[config.mk]
export PLATFORM = sky130hd
export DESIGN_NAME = bc_fault_event_interrupts
export DESIGN_NICKNAME = d
export VERILOG_FILES = /design/src/hw/bc_fault_pkg.sv /design/src/hw/bc_fault_event_interrupts.sv /design/src/hw/call_depth_counter.sv
export VERILOG_INCLUDE_DIRS = /design/src /design/src/hw
export SDC_FILE = /design/constraint.sdc
export NUM_CORES = 1
export LEC_CHECK = 0
export ABC_AREA = 0
export BUFFER_PORTS_ARGS = -buffer_cell sky130_fd_sc_hd__buf_2
export CELL_PAD_IN_SITES_DETAIL_PLACEMENT = 1
export CELL_PAD_IN_SITES_GLOBAL_PLACEMENT = 2
export CORE_ASPECT_RATIO = 0.5
export CORE_MARGIN = 2
export CORE_UTILIZATION = 38
export DETAILED_ROUTE_END_ITERATION = 7
export GPL_TIMING_DRIVEN = 0
export PLACE_DENSITY_LB_ADDON = 0.05
export SYNTH_ARGS = -nofsm -noshare
export SYNTH_HDL_FRONTEND = slang
export SYNTH_SLANG_ARGS = --single-unit
export TNS_END_PERCENT = 1
[constraint.sdc]
create_clock -name ref_clk -period 5.6 [get_ports ref_clk]
set_clock_uncertainty 0.15 [all_clocks]
set_input_delay 0.56 -clock ref_clk [delete_from_list [all_inputs] [get_ports ref_clk]]
set_output_delay 0.56 -clock ref_clk [all_outputs]
set_load 0.02 [all_outputs]
[src/hw/bc_fault_params.svh]
/*
 * constants for the controller fault event block: offsets, bit positions,
 * reset values and sizes. assumes inclusion by bare name.
 */
`ifndef BC_FAULT_PARAMS_SVH
`define BC_FAULT_PARAMS_SVH

// =====================================================
// register byte offsets on the apb side
`define OFS_PENDING 12'h01C
`define OFS_OUTEN 12'h050
`define OFS_CONFIG 12'h0C8
`define OFS_CONDCODE 12'h0DC
`define OFS_STATUS 12'h100
`define OFS_CLEAR 12'h104
`define OFS_ENABLE 12'h108
`define OFS_LOGPTR 12'h10C

// =====================================================
// event and control bit positions
`define BIT_QROLL 13
`define BIT_RETRY 12
`define BIT_CDEPTH 11
`define BIT_TRAP 10
`define BIT_RUN 15
`define BIT_FMTCHK 13

// =====================================================
// reset values and sizes
`define RST_EVEN 16'h0000
`define RST_CONFIG 16'h0000
`define QUEUE_WORDS 64
`define CALL_DEPTH_MAX 3'h7
`define LOG_DEPTH 32
`define OPFIELD_OK 5'h00

`endif

[src/hw/bc_fault_pkg.sv]
/*
 * types for the controller fault event block.
 * assumes the params header is compiled alongside.
 */
package bc_fault_pkg;
    typedef enum logic [1:0] {
        SEQ_IDLE = 2'b00,
        SEQ_RUN = 2'b01,
        SEQ_DRAIN = 2'b10,
        SEQ_HALT = 2'b11
    } seq_state_t;
endpackage

[src/hw/bc_fault_event_interrupts.sv]
/*
 * controller fault event interrupts: queue rollover, retry done, call depth
 * error and program trap, with pending, output enable, log and apb registers.
 * assumes a sequencer feeds one-cycle strobes on ref_clk and apb master.
 */
// Register access over APB and the address map were decided locally.
`timescale 1ns/100ps
`include "bc_fault_params.svh"

module bc_fault_event_interrupts
    import bc_fault_pkg::*;
#(
    parameter int QUEUE_WORDS = `QUEUE_WORDS,
    parameter int LOG_DEPTH = `LOG_DEPTH
) (
    input wire logic ref_clk, // system clock
    input wire logic sys_rst, // async reset, high
    input wire logic psel, // apb select
    input wire logic penable, // apb enable
    input wire logic pwrite, // apb direction
    input wire logic [11:0] paddr, // apb byte address
    input wire logic [31:0] pwdata, // apb write data
    output logic [31:0] prdata, // apb read data
    output logic pready, // apb ready
    output logic pslverr, // apb error
    input wire logic startRun, // sequencer start request
    input wire logic queueWrite, // one word written to queue
    input wire logic retryDone, // final enabled retry finished
    input wire logic callOp, // call instruction executed
    input wire logic subroutine_return_op, // return instruction executed
    input wire logic fetchValid, // instruction fetched
    input wire logic opUndefined, // opcode is undefined
    input wire logic opParityBad, // instruction parity failed
    input wire logic [4:0] opField, // instruction bits 9-5
    input wire logic msgStart, // control word read
    input wire logic [2:0] ctrlFormat, // control word bits 2-0
    input wire logic [2:0] cmdFormat, // format decoded from command words
    input wire logic msgBusy, // message in progress
    input wire logic msgComplete, // message complete strobe
    output logic controller_running_flag, // sequencer may run
    output logic blockIs16, // message block length choice
    output logic useStoredCmd, // transmit stored command words
    output logic [5:0] queuePtr, // queue offset from base
    output logic irq, // host interrupt request pin
    output logic intOut // local sticky status interrupt
);
    // =====================================================
    // register state
    seq_state_t state_ff;
    logic [15:0] pending_ff;
    logic [15:0] outEn_ff;
    logic [15:0] config_ff;
    logic [15:0] status_ff;
    logic [15:0] enable_ff;
    logic [5:0] qptr_ff;
    logic irq_ff;
    logic [15:0] irqLatch_ff;
    logic [15:0] log_mem [LOG_DEPTH];
    logic [4:0] logPtr_ff;
    logic is16_ff;
    logic [31:0] prdata_ff;
    logic [2:0] depth;
    logic depthErr;
    seq_state_t nxt_state;

    // =====================================================
    // call depth tracking
    call_depth_counter #(.DEPTH_W(3)) u_depth (
        .ref_clk(ref_clk),
        .sys_rst(sys_rst),
        .callOp(callOp),
        .returnOp(subroutine_return_op),
        .depth(depth),
        .depthError(depthErr)
    );

    // =====================================================
    // event detection
    wire qWrap = queueWrite && (qptr_ff == 6'(QUEUE_WORDS - 1));
    wire illegalOp = fetchValid && (opUndefined || opParityBad || opField != `OPFIELD_OK);
    wire fmtEnable = config_ff[`BIT_FMTCHK];
    wire fmtMismatch = msgStart && fmtEnable && (ctrlFormat != cmdFormat);
    wire running = (state_ff == SEQ_RUN) || (state_ff == SEQ_DRAIN);
    wire trapEvent = (illegalOp && running) || fmtMismatch;
    logic [15:0] rawEvents;
    always_comb begin
        rawEvents = 16'h0000;
        rawEvents[`BIT_QROLL] = qWrap;
        rawEvents[`BIT_RETRY] = retryDone;
        rawEvents[`BIT_CDEPTH] = depthErr;
        rawEvents[`BIT_TRAP] = trapEvent;
    end
    // pending only records events that software has enabled
    wire [15:0] enEvents = rawEvents & enable_ff;
    wire anyEvent = |enEvents;

    // =====================================================
    // sequencer run control: illegal op waits for the message to drain
    always_comb begin
        nxt_state = state_ff;
        case (state_ff)
            SEQ_IDLE: begin
                if (startRun) nxt_state = SEQ_RUN;
            end
            SEQ_RUN: begin
                if (illegalOp) nxt_state = msgBusy ? SEQ_DRAIN : SEQ_HALT;
            end
            SEQ_DRAIN: begin
                if (msgComplete || !msgBusy) nxt_state = SEQ_HALT;
            end
            SEQ_HALT: begin
                if (startRun) nxt_state = SEQ_RUN;
            end
            default: nxt_state = SEQ_IDLE;
        endcase
    end
    // format mismatch never touches the state, so running stays set
    assign controller_running_flag = (state_ff == SEQ_RUN) || (state_ff == SEQ_DRAIN);

    always_ff @(posedge ref_clk or posedge sys_rst) begin
        if (sys_rst) state_ff <= SEQ_IDLE;
        else state_ff <= nxt_state;
    end

    // =====================================================
    // message format handling: control bit 1 wins for rt-to-rt length
    always_ff @(posedge ref_clk or posedge sys_rst) begin
        if (sys_rst) is16_ff <= 1'b0;
        else if (msgStart) is16_ff <= ctrlFormat[1];
    end
    assign blockIs16 = is16_ff;
    assign useStoredCmd = 1'b1;

    // =====================================================
    // queue pointer wraps modulo the queue size
    always_ff @(posedge ref_clk or posedge sys_rst) begin
        if (sys_rst) qptr_ff <= 6'h00;
        else if (queueWrite) qptr_ff <= qWrap ? 6'h00 : qptr_ff + 6'h01;
    end
    assign queuePtr = qptr_ff;

    // =====================================================
    // apb decode: zero wait states, error on unmapped address
    wire acc = psel && penable;
    wire wr = acc && pwrite;
    wire hitPend = (paddr == `OFS_PENDING);
    wire hitOutEn = (paddr == `OFS_OUTEN);
    wire hitCfg = (paddr == `OFS_CONFIG);
    wire hitCc = (paddr == `OFS_CONDCODE);
    wire hitStat = (paddr == `OFS_STATUS);
    wire hitClr = (paddr == `OFS_CLEAR);
    wire hitEn = (paddr == `OFS_ENABLE);
    wire hitLog = (paddr == `OFS_LOGPTR);
    wire mapped = hitPend || hitOutEn || hitCfg || hitCc || hitStat || hitClr || hitEn || hitLog;
    wire pendRead = acc && !pwrite && hitPend;
    wire [15:0] ccValue = {controller_running_flag, 12'h000, depth};
    logic [31:0] rdMux;
    always_comb begin
        if (hitPend) rdMux = {16'h0000, pending_ff};
        else if (hitOutEn) rdMux = {16'h0000, outEn_ff};
        else if (hitCfg) rdMux = {16'h0000, config_ff};
        else if (hitCc) rdMux = {16'h0000, ccValue};
        else if (hitStat) rdMux = {16'h0000, status_ff};
        else if (hitEn) rdMux = {16'h0000, enable_ff};
        else if (hitLog) rdMux = {27'h0000000, logPtr_ff};
        else rdMux = 32'h00000000;
    end
    assign pready = 1'b1;
    assign pslverr = acc && !mapped;
    assign prdata = prdata_ff;

    // read data is registered during setup so it stands at the access edge
    always_ff @(posedge ref_clk or posedge sys_rst) begin
        if (sys_rst) prdata_ff <= 32'h00000000;
        else if (psel && !penable && !pwrite) prdata_ff <= rdMux;
    end

    // software registers
    always_ff @(posedge ref_clk or posedge sys_rst) begin
        if (sys_rst) begin
            outEn_ff <= `RST_EVEN;
            config_ff <= `RST_CONFIG;
            enable_ff <= `RST_EVEN;
        end else if (wr) begin
            if (hitOutEn) outEn_ff <= pwdata[15:0];
            if (hitCfg) config_ff <= pwdata[15:0];
            if (hitEn) enable_ff <= pwdata[15:0];
        end
    end

    // =====================================================
    // pending: set wins over read-clear; only bits the host actually saw are
    // cleared, so an event landing between setup and access is not lost
    always_ff @(posedge ref_clk or posedge sys_rst) begin
        if (sys_rst) pending_ff <= `RST_EVEN;
        else if (pendRead) pending_ff <= (pending_ff & ~prdata_ff[15:0]) | enEvents;
        else pending_ff <= pending_ff | enEvents;
    end

    // status: sticky, write-one-to-clear through the clear register, set wins
    always_ff @(posedge ref_clk or posedge sys_rst) begin
        if (sys_rst) status_ff <= `RST_EVEN;
        else if (wr && hitClr) status_ff <= (status_ff & ~pwdata[15:0]) | rawEvents;
        else status_ff <= status_ff | rawEvents;
    end
    assign intOut = |(status_ff & enable_ff);

    // =====================================================
    // interrupt log: one entry per cycle holding enabled events
    always_ff @(posedge ref_clk) begin
        if (anyEvent) log_mem[logPtr_ff] <= enEvents;
    end
    always_ff @(posedge ref_clk or posedge sys_rst) begin
        if (sys_rst) logPtr_ff <= 5'h00;
        else if (anyEvent) logPtr_ff <= logPtr_ff + 5'h01;
    end

    // =====================================================
    // irq: output-enabled events gathered, pin rises at message completion
    always_ff @(posedge ref_clk or posedge sys_rst) begin
        if (sys_rst) irqLatch_ff <= `RST_EVEN;
        else if (msgComplete) irqLatch_ff <= 16'h0000;
        else irqLatch_ff <= irqLatch_ff | (enEvents & outEn_ff);
    end
    always_ff @(posedge ref_clk or posedge sys_rst) begin
        if (sys_rst) irq_ff <= 1'b0;
        else if (msgComplete && |(irqLatch_ff | (enEvents & outEn_ff))) irq_ff <= 1'b1;
        else if (pendRead) irq_ff <= 1'b0;
    end
    assign irq = irq_ff;
endmodule

[src/hw/call_depth_counter.sv]
/*
 * subroutine call depth counter with overflow / underflow detection.
 * assumes call and return strobes are one-cycle pulses on ref_clk.
 */
`timescale 1ns/100ps
`include "bc_fault_params.svh"

module call_depth_counter #(
    parameter int DEPTH_W = 3
) (
    input wire logic ref_clk, // system clock
    input wire logic sys_rst, // async reset, high
    input wire logic callOp, // call instruction executed
    input wire logic returnOp, // return instruction executed
    output logic [DEPTH_W-1:0] depth, // current depth
    output logic depthError // one-cycle error pulse
);
    logic [DEPTH_W-1:0] depth_ff;
    logic err_ff;
    logic [DEPTH_W-1:0] nxt_depth;
    wire atTop = (depth_ff == `CALL_DEPTH_MAX);
    wire atBottom = (depth_ff == '0);
    // =====================================================
    // next depth: saturate at the range ends instead of wrapping
    assign nxt_depth = (callOp && !atTop) ? depth_ff + 1'b1 :
                       (returnOp && !atBottom) ? depth_ff - 1'b1 :
                       depth_ff;
    wire nxtErr = (callOp && atTop) || (returnOp && atBottom);

    // depth register and error pulse
    always_ff @(posedge ref_clk or posedge sys_rst) begin
        if (sys_rst) begin
            depth_ff <= '0;
            err_ff <= 1'b0;
        end else begin
            depth_ff <= nxt_depth;
            err_ff <= nxtErr;
        end
    end
    assign depth = depth_ff;
    assign depthError = err_ff;
endmodule

* Word-level counts from Yosys, hierarchy flattened *
Index checks and enable logic that the tools add are counted.
W data, S select, Z words.

cells by class
  reductions and logical operators = 50
  equal/unequal tests = 17
  multiplexer cells = 20
  $add $sub $neg = 4
  bitwise logic cells = 12

operators with widths
  kind                   count
  $mux W16               9
  $and A16 B16 Y16       4
  $eq A12 B9 Y1 const B  4
  $or A16 B16 Y16        3
  $reduce_or A16 Y1      3
  $not A16 Y16           2
  $or A16 B14 Y16        2
  $eq A12 B8 Y1 const B  2
  $logic_and A1 B1 Y1    18
  $and A14 B16 Y16       1
  $logic_or A1 B1 Y1     13
  $eq A12 B5 Y1 const B  1
  $eq A12 B7 Y1 const B  1
  $add A6 B1 Y6 const B  1
  $eq A6 B6 Y1 const B   1
  $logic_not A1 Y1       6
  $mux W2                3
  $mux W3                2
  $mux W6                1
  $pmux W2 S3            1
  $reduce_and A2 Y1      3
  $add A5 B1 Y5 const B  1
  $mux W5                1
  $reduce_bool A5 Y1     1
  14 further kinds       19

word-level totals
  output and inout bits = 45
  register bits after elaboration = 147
  word-level logic and storage cells = 117

* Longest topological paths before layout *
Gate-level depths: netlist of run 1.

  word-level depth = 11
  depth in mapped cells = 9
  depth with buffers taken out = 8

* Hierarchy *
From an unflattened synthesis of run 1, not the netlist that was laid out.

second synthesis, totals
  cells, all modules = 517
  area total of the unflattened synthesis = 5,858.1 sq um

by module, submodules not included
  module                     sequential area each (sq um)  cells each  area each (sq um)  instances
  bc_fault_event_interrupts  2,877.8                       479         5,546.6            1
  call_depth_counter         100.1                         38          311.5              1

* Worst setup path before layout of run 1 *
No wires, ideal clock.

  kind = input port to output port
  start = input port paddr[1]
  end = output port pslverr
  setup slack = 2.849 ns
  stages = 6
  required time = 4.890 ns
  arrival time = 2.041 ns
  cell sequence = or2_2 > clkbuf_1 > nor3_1 > clkbuf_1 > o21ai_0 > and3_1

between the ends
  cells in the longest elaborated chain, start to end = 10

ends and longest elaborated chain
  item                                                                    RTL line                          RTL
  from (decl)                                                             bc_fault_event_interrupts.sv:21   input wire logic [11:0] paddr,
  $eq A12 B5 Y1 (no source line) / $eq A12 B7 Y1 (equally long branches)  --
  $logic_or A1 B1 Y1 (6 in a row)                                         bc_fault_event_interrupts.sv:154  wire mapped = hitPend || hitOutEn || hitCfg || hitCc || hitStat || hitClr || hitEn || hitLog;
  $logic_or A1 B1 Y1 (*)                                                  bc_fault_event_interrupts.sv:154
  $logic_not A1 Y1 (*)                                                    bc_fault_event_interrupts.sv:169  assign pslverr = acc && !mapped;
  $logic_and A1 B1 Y1 (*)                                                 bc_fault_event_interrupts.sv:169
  to (decl)                                                               bc_fault_event_interrupts.sv:25   output logic pslverr,

Mark *: on every way between the ends. The rest lies on a longest branch, timed or not.

* Worst setup path after layout of run 1 *
Ends and elaborated chain as after synthesis.

==> results.cfg, run 1 <==
[status]
result_of_the_run = finished clean

[cts]
cts.repair_timing.setup_buffer_count = 0
clock_tree_from_tritoncts = built
clkSlewWorstSetupHoldPaths_ns = 0.07
numClockSinks = 119
numCtsBuffers = 17
clock_latency_ns = 0.42
cts_root_buf = clkbuf_16
cts.repair.resized = 0
cts.hold.buffers_added = 0
htree_levels = 4
clockBufferDepth = 2

[routing]
met3RoutedLength_um = 906
drt-initial-drc-count = 295
wl_met1_um = 8930
dr_drc_count = 0
num_vias = 4730
detail-route-antenna-nets = 0
finalWirelength_um = 17800
tritonroute_pass_1_iters = 5
drt-vias-per-instance = 5.40
avgRoutedWirePerCell_um = 20.3
met2_length_um = 7870
top_signal_layer_used = met4

[critical_path]
cp_data_required_time_ns = 4.89
timing.critical_path.slowest_stage_cell = nor3_1
maximum_single_stage_delay_on_the_critical_path_ns = 0.70
critical_path.startpoint_type = primary input
path_cells = buf_2, or2_2, clkbuf_1, nor3_1, clkbuf_1, o21ai_0, and3_1, buf_2
cp-end-kind = output port
critPathKind = in2out
worst_ep_arrival_time_ns = 2.93
critPathMaxFanout = 10

[layout]
stdcell_count = 876
postLayoutCoreUtil_pct = 47.4
final_cell_area_um2 = 7250
final_nets = 735
drive_above_1_share_pct = 29.9
syn2layout_area_growth_pct = 22.6
ant_diodes = 0

[timing]
timing.hold.ws_ns = 0.00879
min_period_over_period_pct = 65.0
timing.final.hold_violations = 0
timing.max_slew.rel_slack_pct = 37.8
setup_slack_ns = 1.96
finalCriticalPeriod_ns = 3.64
grt_setup_unrepaired = false
fmax_mhz = 275
timing.final.setup_violations = 0
finalSetupTns_ns = 0
worst_slew_pin_slew_ns = 0.923
final-max-slew-violation-count = 0

[placed_design]
gpl_wtd_cong = 0.776
dp_hpwl_um = 12900
placedInstanceArea_um2 = 6660
place.detailed.instances = 844
placement.io_buffers = 79
detailedPlace.worstSlack_ns = 1.90

[floorplanning]
starting_density_pct = 38.7
io-pin-count = 116
height_of_the_die_um = 92.2
placement_rows = 32
horizontal_die_dimension_um = 180
die_area_um2 = 16600
design.core.area_um2 = 15300

[yosys]
synth_warnings = 0
synth-edff-count = 0
synth_sequential_area_ratio_pct = 50.3
syn-instance-count = 544
async_flop_share_pct = 100
netlist-cell-type-count = 57
syn_area_um2 = 5920
postSynth.topFlopCell = dfrtp_1
proportion_of_netlist_area_held_by_the_largest_area_contributor_pct = 50.3
synth.avg_cell_area_um2 = 10.9
synth-seq-cells = 119
post_synth_main_area_contributors = dfrtp_1 (50%), mux2_2 (10%), a21oi_1 (2.8%)
synth_top_area_cell = dfrtp_1

[pwr]
power_density_nw_per_um2 = 348
leakagePower_nw = 3.47
vdd_ir_drop_max_mv = 0.216
total_power_mw = 2.53

[grt]
antenna_found_initial = 1
remaining_global_route_overflow = 0
grt_pass1_vias = 4864
grt_pass1_wl_um = 28000
global_route_total_usage_across_every_layer_pct = 22.6
grt_start_max_net_pins = 73

[hold_path]
hp-class = in2async

[run]
drv_cap = 0
## routing by layer
metal / vias up / track usage (%)
met5: - / 0
met4: 0 / 6.12
met3: 13 / 4.61
met2: 115 / 34.4
met1: 2412 / 32.8
li1: 2190 / -
## cells in the final DEF (no fill, tap or decap), drive strengths merged, types with 8 or more instances in the layout
cell type / Yosys / routed
dfrtp: 119 / 119
buf: 26 / 106
mux2: 63 / 63
nand2: 40 / 40
clkbuf: 22 / 40
a21oi: 33 / 33
o21ai: 29 / 29
a21boi: 26 / 26
nor2: 25 / 25
inv: 12 / 19
conb: 2 / 18
a221oi: 14 / 14
nand2b: 13 / 13
nor3: 11 / 11
o311a: 10 / 10
nand3: 8 / 8
a22o: 8 / 8
## kinds of logic after synthesis
group	share of synthesized area (%)
flip-flops	50.3
XOR/XNOR	1.63
AO/OA/AOI/OAI	17.3
other	0.127
multiplexers	13.0
adder cells (fa/ha/maj)	1.18
AND/OR/NAND/NOR	11.2
buffers and inverters	5.16
## registers in the layout (all words and copies together), names as in the netlist
name and flops:
pending_ff 16, status_ff 16, irq 1, outEn_ff 16, state_ff 2, logPtr_ff 5
queuePtr 6, blockIs16 1, u_depth.depthError 1, irqLatch_ff 4, u_depth.depth 3, enable_ff 16
prdata 16, config_ff 16
## critical path: cells and delay by family
| family | cells | cell delay (ns) |
|---|---|---|
| AND/OR/NAND/NOR | 3 | 1.19 |
| buffers and inverters | 4 | 1.03 |
| AO/OA/AOI/OAI | 1 | 0.16 |
## worst paths after layout
| kind | slack [ns] | end | cells after the start | from |
|---|---|---|---|---|
| setup / recovery | 1.96 | pslverr | 8 | paddr[1] |
| hold / removal | 0.009 | pending_ff[9]$_DFFE_PP0P_ | 2 | sys_rst |
| setup reg to reg | 3.09 | irq$_DFFE_PP0P_ | 7 | state_ff[0]$_DFFE_PP0P_ |
| hold reg to reg | 0.30 | pending_ff[7]$_DFFE_PP0P_ | 1 | prdata[7]$_DFFE_PP0P_ |
| max in group asynchronous | 4.56 | enable_ff[4]$_DFFE_PP0P_ | 3 | sys_rst |
| min in group ref_clk | 0.22 | status_ff[7]$_DFFE_PP0P_ | 2 | pwdata[7] |
## area by class of cell
type                       count  area (um^2)
clock inverter                14          165
buffer                        48          260
multi-input combinational    381         2690
clock buffer                  18          429
fill                        1717         8040
timing repair buffer          80          423
inverter                      12         50.0
sequential                   119         2980
tap                          204          255
## cells in the mapped netlist (2+ instances only)
cell type	number
a22o_1	8
xor2_1	5
mux2i_1	6
nand2_1	40
o311a_1	10
ha_1	4
o22ai_1	2
o21ai_0	29
a21boi_1	10
inv_1	12
o31ai_1	2
a221oi_1	14
a21oi_1	33
xnor2_1	6
dfrtp_1	119
mux2_1	10
nor3_1	9
or3_1	4
a211o_1	2
nand3_1	8
nor4_1	4
mux2_2	53
nor3_2	2
o32ai_1	2
a21boi_0	16
and2_1	3
nand4_1	6
buf_4	20
nor2_1	25
buf_2	4
a31oi_1	5
o21a_1	2
clkbuf_1	22
or2_2	4
a21o_1	5
conb_1	2
and3_1	3
buf_1	2
nand2b_1	13
## power by group
group | total, mW | switching [mW] | internal, mW
clock network | 1.12 | 0.452 | 0.669
logic | 0.421 | 0.253 | 0.167
registers | 0.985 | 0.0649 | 0.920
No activity file was read; power rests on OpenSTA's default activity.
==> inputs of run 2 (changes only) <==
--- a/config.mk
+++ b/config.mk
@@ -6,13 +6,13 @@
 export SDC_FILE = /design/constraint.sdc
 export NUM_CORES = 1
 export LEC_CHECK = 0
-export ABC_AREA = 0
+export ABC_AREA = 1
 export BUFFER_PORTS_ARGS = -buffer_cell sky130_fd_sc_hd__buf_2
 export CELL_PAD_IN_SITES_DETAIL_PLACEMENT = 1
 export CELL_PAD_IN_SITES_GLOBAL_PLACEMENT = 2
 export CORE_ASPECT_RATIO = 0.5
 export CORE_MARGIN = 2
-export CORE_UTILIZATION = 38
+export CORE_UTILIZATION = 33
 export DETAILED_ROUTE_END_ITERATION = 7
 export GPL_TIMING_DRIVEN = 0
 export PLACE_DENSITY_LB_ADDON = 0.05
==> constraint.sdc (replaced) <==
create_clock -name ref_clk -period 3.7 [get_ports ref_clk]
set_clock_uncertainty 0.15 [all_clocks]
set_input_delay 0.37 -clock ref_clk [delete_from_list [all_inputs] [get_ports ref_clk]]
set_output_delay 0.37 -clock ref_clk [all_outputs]
set_load 0.02 [all_outputs]
==> results.cfg, run 2 <==
[status]
result_of_the_run = finished clean

[yosys]
postSynth.topFlopCell = dfrtp_1
synth_fa_ha_area_share_pct = 1.11
synth_warnings = 0
post_synth_xor_xnor_area_pct = 1.25
async_flop_share_pct = 100
post_synth_and_or_nand_nor_area_fraction_pct = 26.1
synth.avg_cell_area_um2 = 8.42
syn-instance-count = 747
proportion_of_netlist_area_held_by_the_largest_area_contributor_pct = 47.3
netlist-cell-type-count = 46
synth_sequential_area_ratio_pct = 47.3
synth_compound_gate_area_share_pct = 13.1
synth-seq-cells = 119
synth_top_area_cell = dfrtp_1
synth-edff-count = 0
largest_family_of_logic_cells_by_synthesized_area = simple AND/OR/NAND/NOR gates
post_synth_main_area_contributors = dfrtp_1 (47%), nand2_1 (11%), nand3_1 (6.0%)
syn_area_um2 = 6290
synth.mux.area_fraction_pct = 0.179
synth_commonest_cells = nand2_1 (178), dfrtp_1 (119), inv_1 (88)
yosysMostFrequentCell = nand2_1

[cts]
cts.repair_timing.setup_buffer_count = 0
cts.repair.resized = 0
cts.hold.buffers_added = 3
htree_levels = 4
clkSlewWorstSetupHoldPaths_ns = 0.06
numCtsBuffers = 17
clockBufferDepth = 2
numClockSinks = 119
clock_tree_from_tritoncts = built
clock_latency_ns = 0.42
cts_root_buf = clkbuf_16

[layout]
drive_above_1_share_pct = 24.6
final_cell_area_um2 = 7720
syn2layout_area_growth_pct = 22.7
ant_diodes = 0
postLayoutCoreUtil_pct = 41.7
final_nets = 945
layout.cells.most_common = nand2_1
layout_common_cells = nand2_1 (178), dfrtp_1 (119), inv_1 (87), buf_2 (85), nand3_1 (76)
stdcell_count = 1141

[critical_path]
critical_path.startpoint_type = register
worst_ep_arrival_time_ns = 1.72
critPathMaxFanout = 2
timing.critical_path.from = status_ff[15]$_DFFE_PP0P_
worst_r2r_startpoint = state_ff[0]$_DFFE_PP0P_
cp_data_required_time_ns = 3.18
critPathKind = reg2out
cp-end-kind = output port

[grt]
grt_pass1_wl_um = 31200
global_route_total_usage_across_every_layer_pct = 21.0
grt_pass1_vias = 5321
antenna_found_initial = 0
grt_start_max_net_pins = 80
remaining_global_route_overflow = 0

[routing]
drt-initial-drc-count = 271
finalWirelength_um = 19700
detail-route-antenna-nets = 0
dr_drc_count = 0
drt-vias-per-instance = 4.67
avgRoutedWirePerCell_um = 17.2
num_vias = 5331
tritonroute_pass_1_iters = 4

[timing]
timing.final.hold_violations = 0
timing.max_slew.rel_slack_pct = 60.5
worst_slew_pin_slew_ns = 0.592
timing.final.setup_violations = 0
final-max-slew-violation-count = 0
finalSetupTns_ns = 0
grt_setup_unrepaired = false
fmax_mhz = 447
timing.hold.ws_ns = 0.0318
finalCriticalPeriod_ns = 2.24
min_period_over_period_pct = 60.5

[placed_design]
gpl_wtd_cong = 0.809
placedInstanceArea_um2 = 7110
place.detailed.instances = 1104
placement.io_buffers = 81
dp_hpwl_um = 15100

[pwr]
leakagePower_nw = 3.99
power_density_nw_per_um2 = 458
vdd_ir_drop_max_mv = 0.313

[floorplanning]
design.core.area_um2 = 18500
height_of_the_die_um = 102
io-pin-count = 116
die_area_um2 = 20300
starting_density_pct = 34.0
horizontal_die_dimension_um = 199
placement_rows = 35

[hold_path]
hp-class = in2reg
hold_start = retryDone

[run]
drv_cap = 0
run 2: changes by cell type after synthesis, moves of 20 or more:
cell | previous run | this run
inv_1 | 12 | 88
nand2_1 | 40 | 178
clkbuf_1 | 22 | 2
o21ai_1 | 0 | 39
nand3_1 | 8 | 76
mux2_2 | 53 | 1
o21ai_2 | 0 | 20
run 2: critical path, stage by stage, from the launching register on:
cell and delay [ns]:
dfrtp_1 0.39, inv_1 0.08, o21ai_0 0.15, a221oi_1 0.23
nand2_1 0.09, nand3b_1 0.18, buf_2 0.18
run 2: per-stage QoR:
stage / total power, mW / setup WS [ns]
global placement: 1.97 / -1.70
finish: 3.53 / 1.46
detailed placement: 1.99 / 1.46
global route: 3.72 / 1.35
CTS: 3.59 / 1.42
floorplan: 1.80 / 0.0225
run 2: power breakdown:
group | switching, mW | leakage [nW] | internal, mW
logic | 0.334 | 2.20 | 0.180
registers | 0.0777 | 1.54 | 1.37
clock network | 0.646 | 0.258 | 0.923
total | 1.06 | 3.99 | 2.47
run 2: final timing paths:
check | to | slack (ns) | cells past startpoint
max | intOut | 1.46 | 6
min | status_ff[12]$_DFF_PP0_ | 0.03 | 3
max reg2reg | logPtr_ff[2]$_DFFE_PP0P_ | 1.65 | 10
min reg2reg | pending_ff[14]$_DFFE_PP0P_ | 0.32 | 1
max in group asynchronous | prdata[10]$_DFFE_PP0P_ | 2.27 | 4
min in group asynchronous | queuePtr[1]$_DFFE_PP0P_ | 0.37 | 3
run 2: cells by family (layout without fill, tap and decap cells):
logic type      count (synthesis)  after routing
mux                             1              1
xor+xnor                        9              9
flops                         119            119
compound gates                137            137
fa+ha+maj                       5              5
buf+inv                       134            253
simple gates                  340            340
other cells                     2             18
run 2: cell type report:
| class | count | area [um^2] |
|---|---|---|
| repair buffers | 87 | 483 |
| plain buffers | 39 | 318 |
| fillers | 2244 | 10800 |
| multi-input cells | 510 | 2690 |
| clock inverters | 15 | 130 |
| flip-flops and latches | 119 | 2980 |
| inverters | 95 | 370 |
| clock buffers | 17 | 425 |
| well taps | 259 | 324 |
run 2: layer usage:
metal | vias to the layer above | routed length (um) | track usage (%)
met2 | 110 | 7780 | 28.8
met3 | 14 | 1220 | 4.26
li1 | 2629 | - | -
met4 | 0 | 129 | 4.31
met5 | - | 0 | 0
met1 | 2578 | 10500 | 33.4
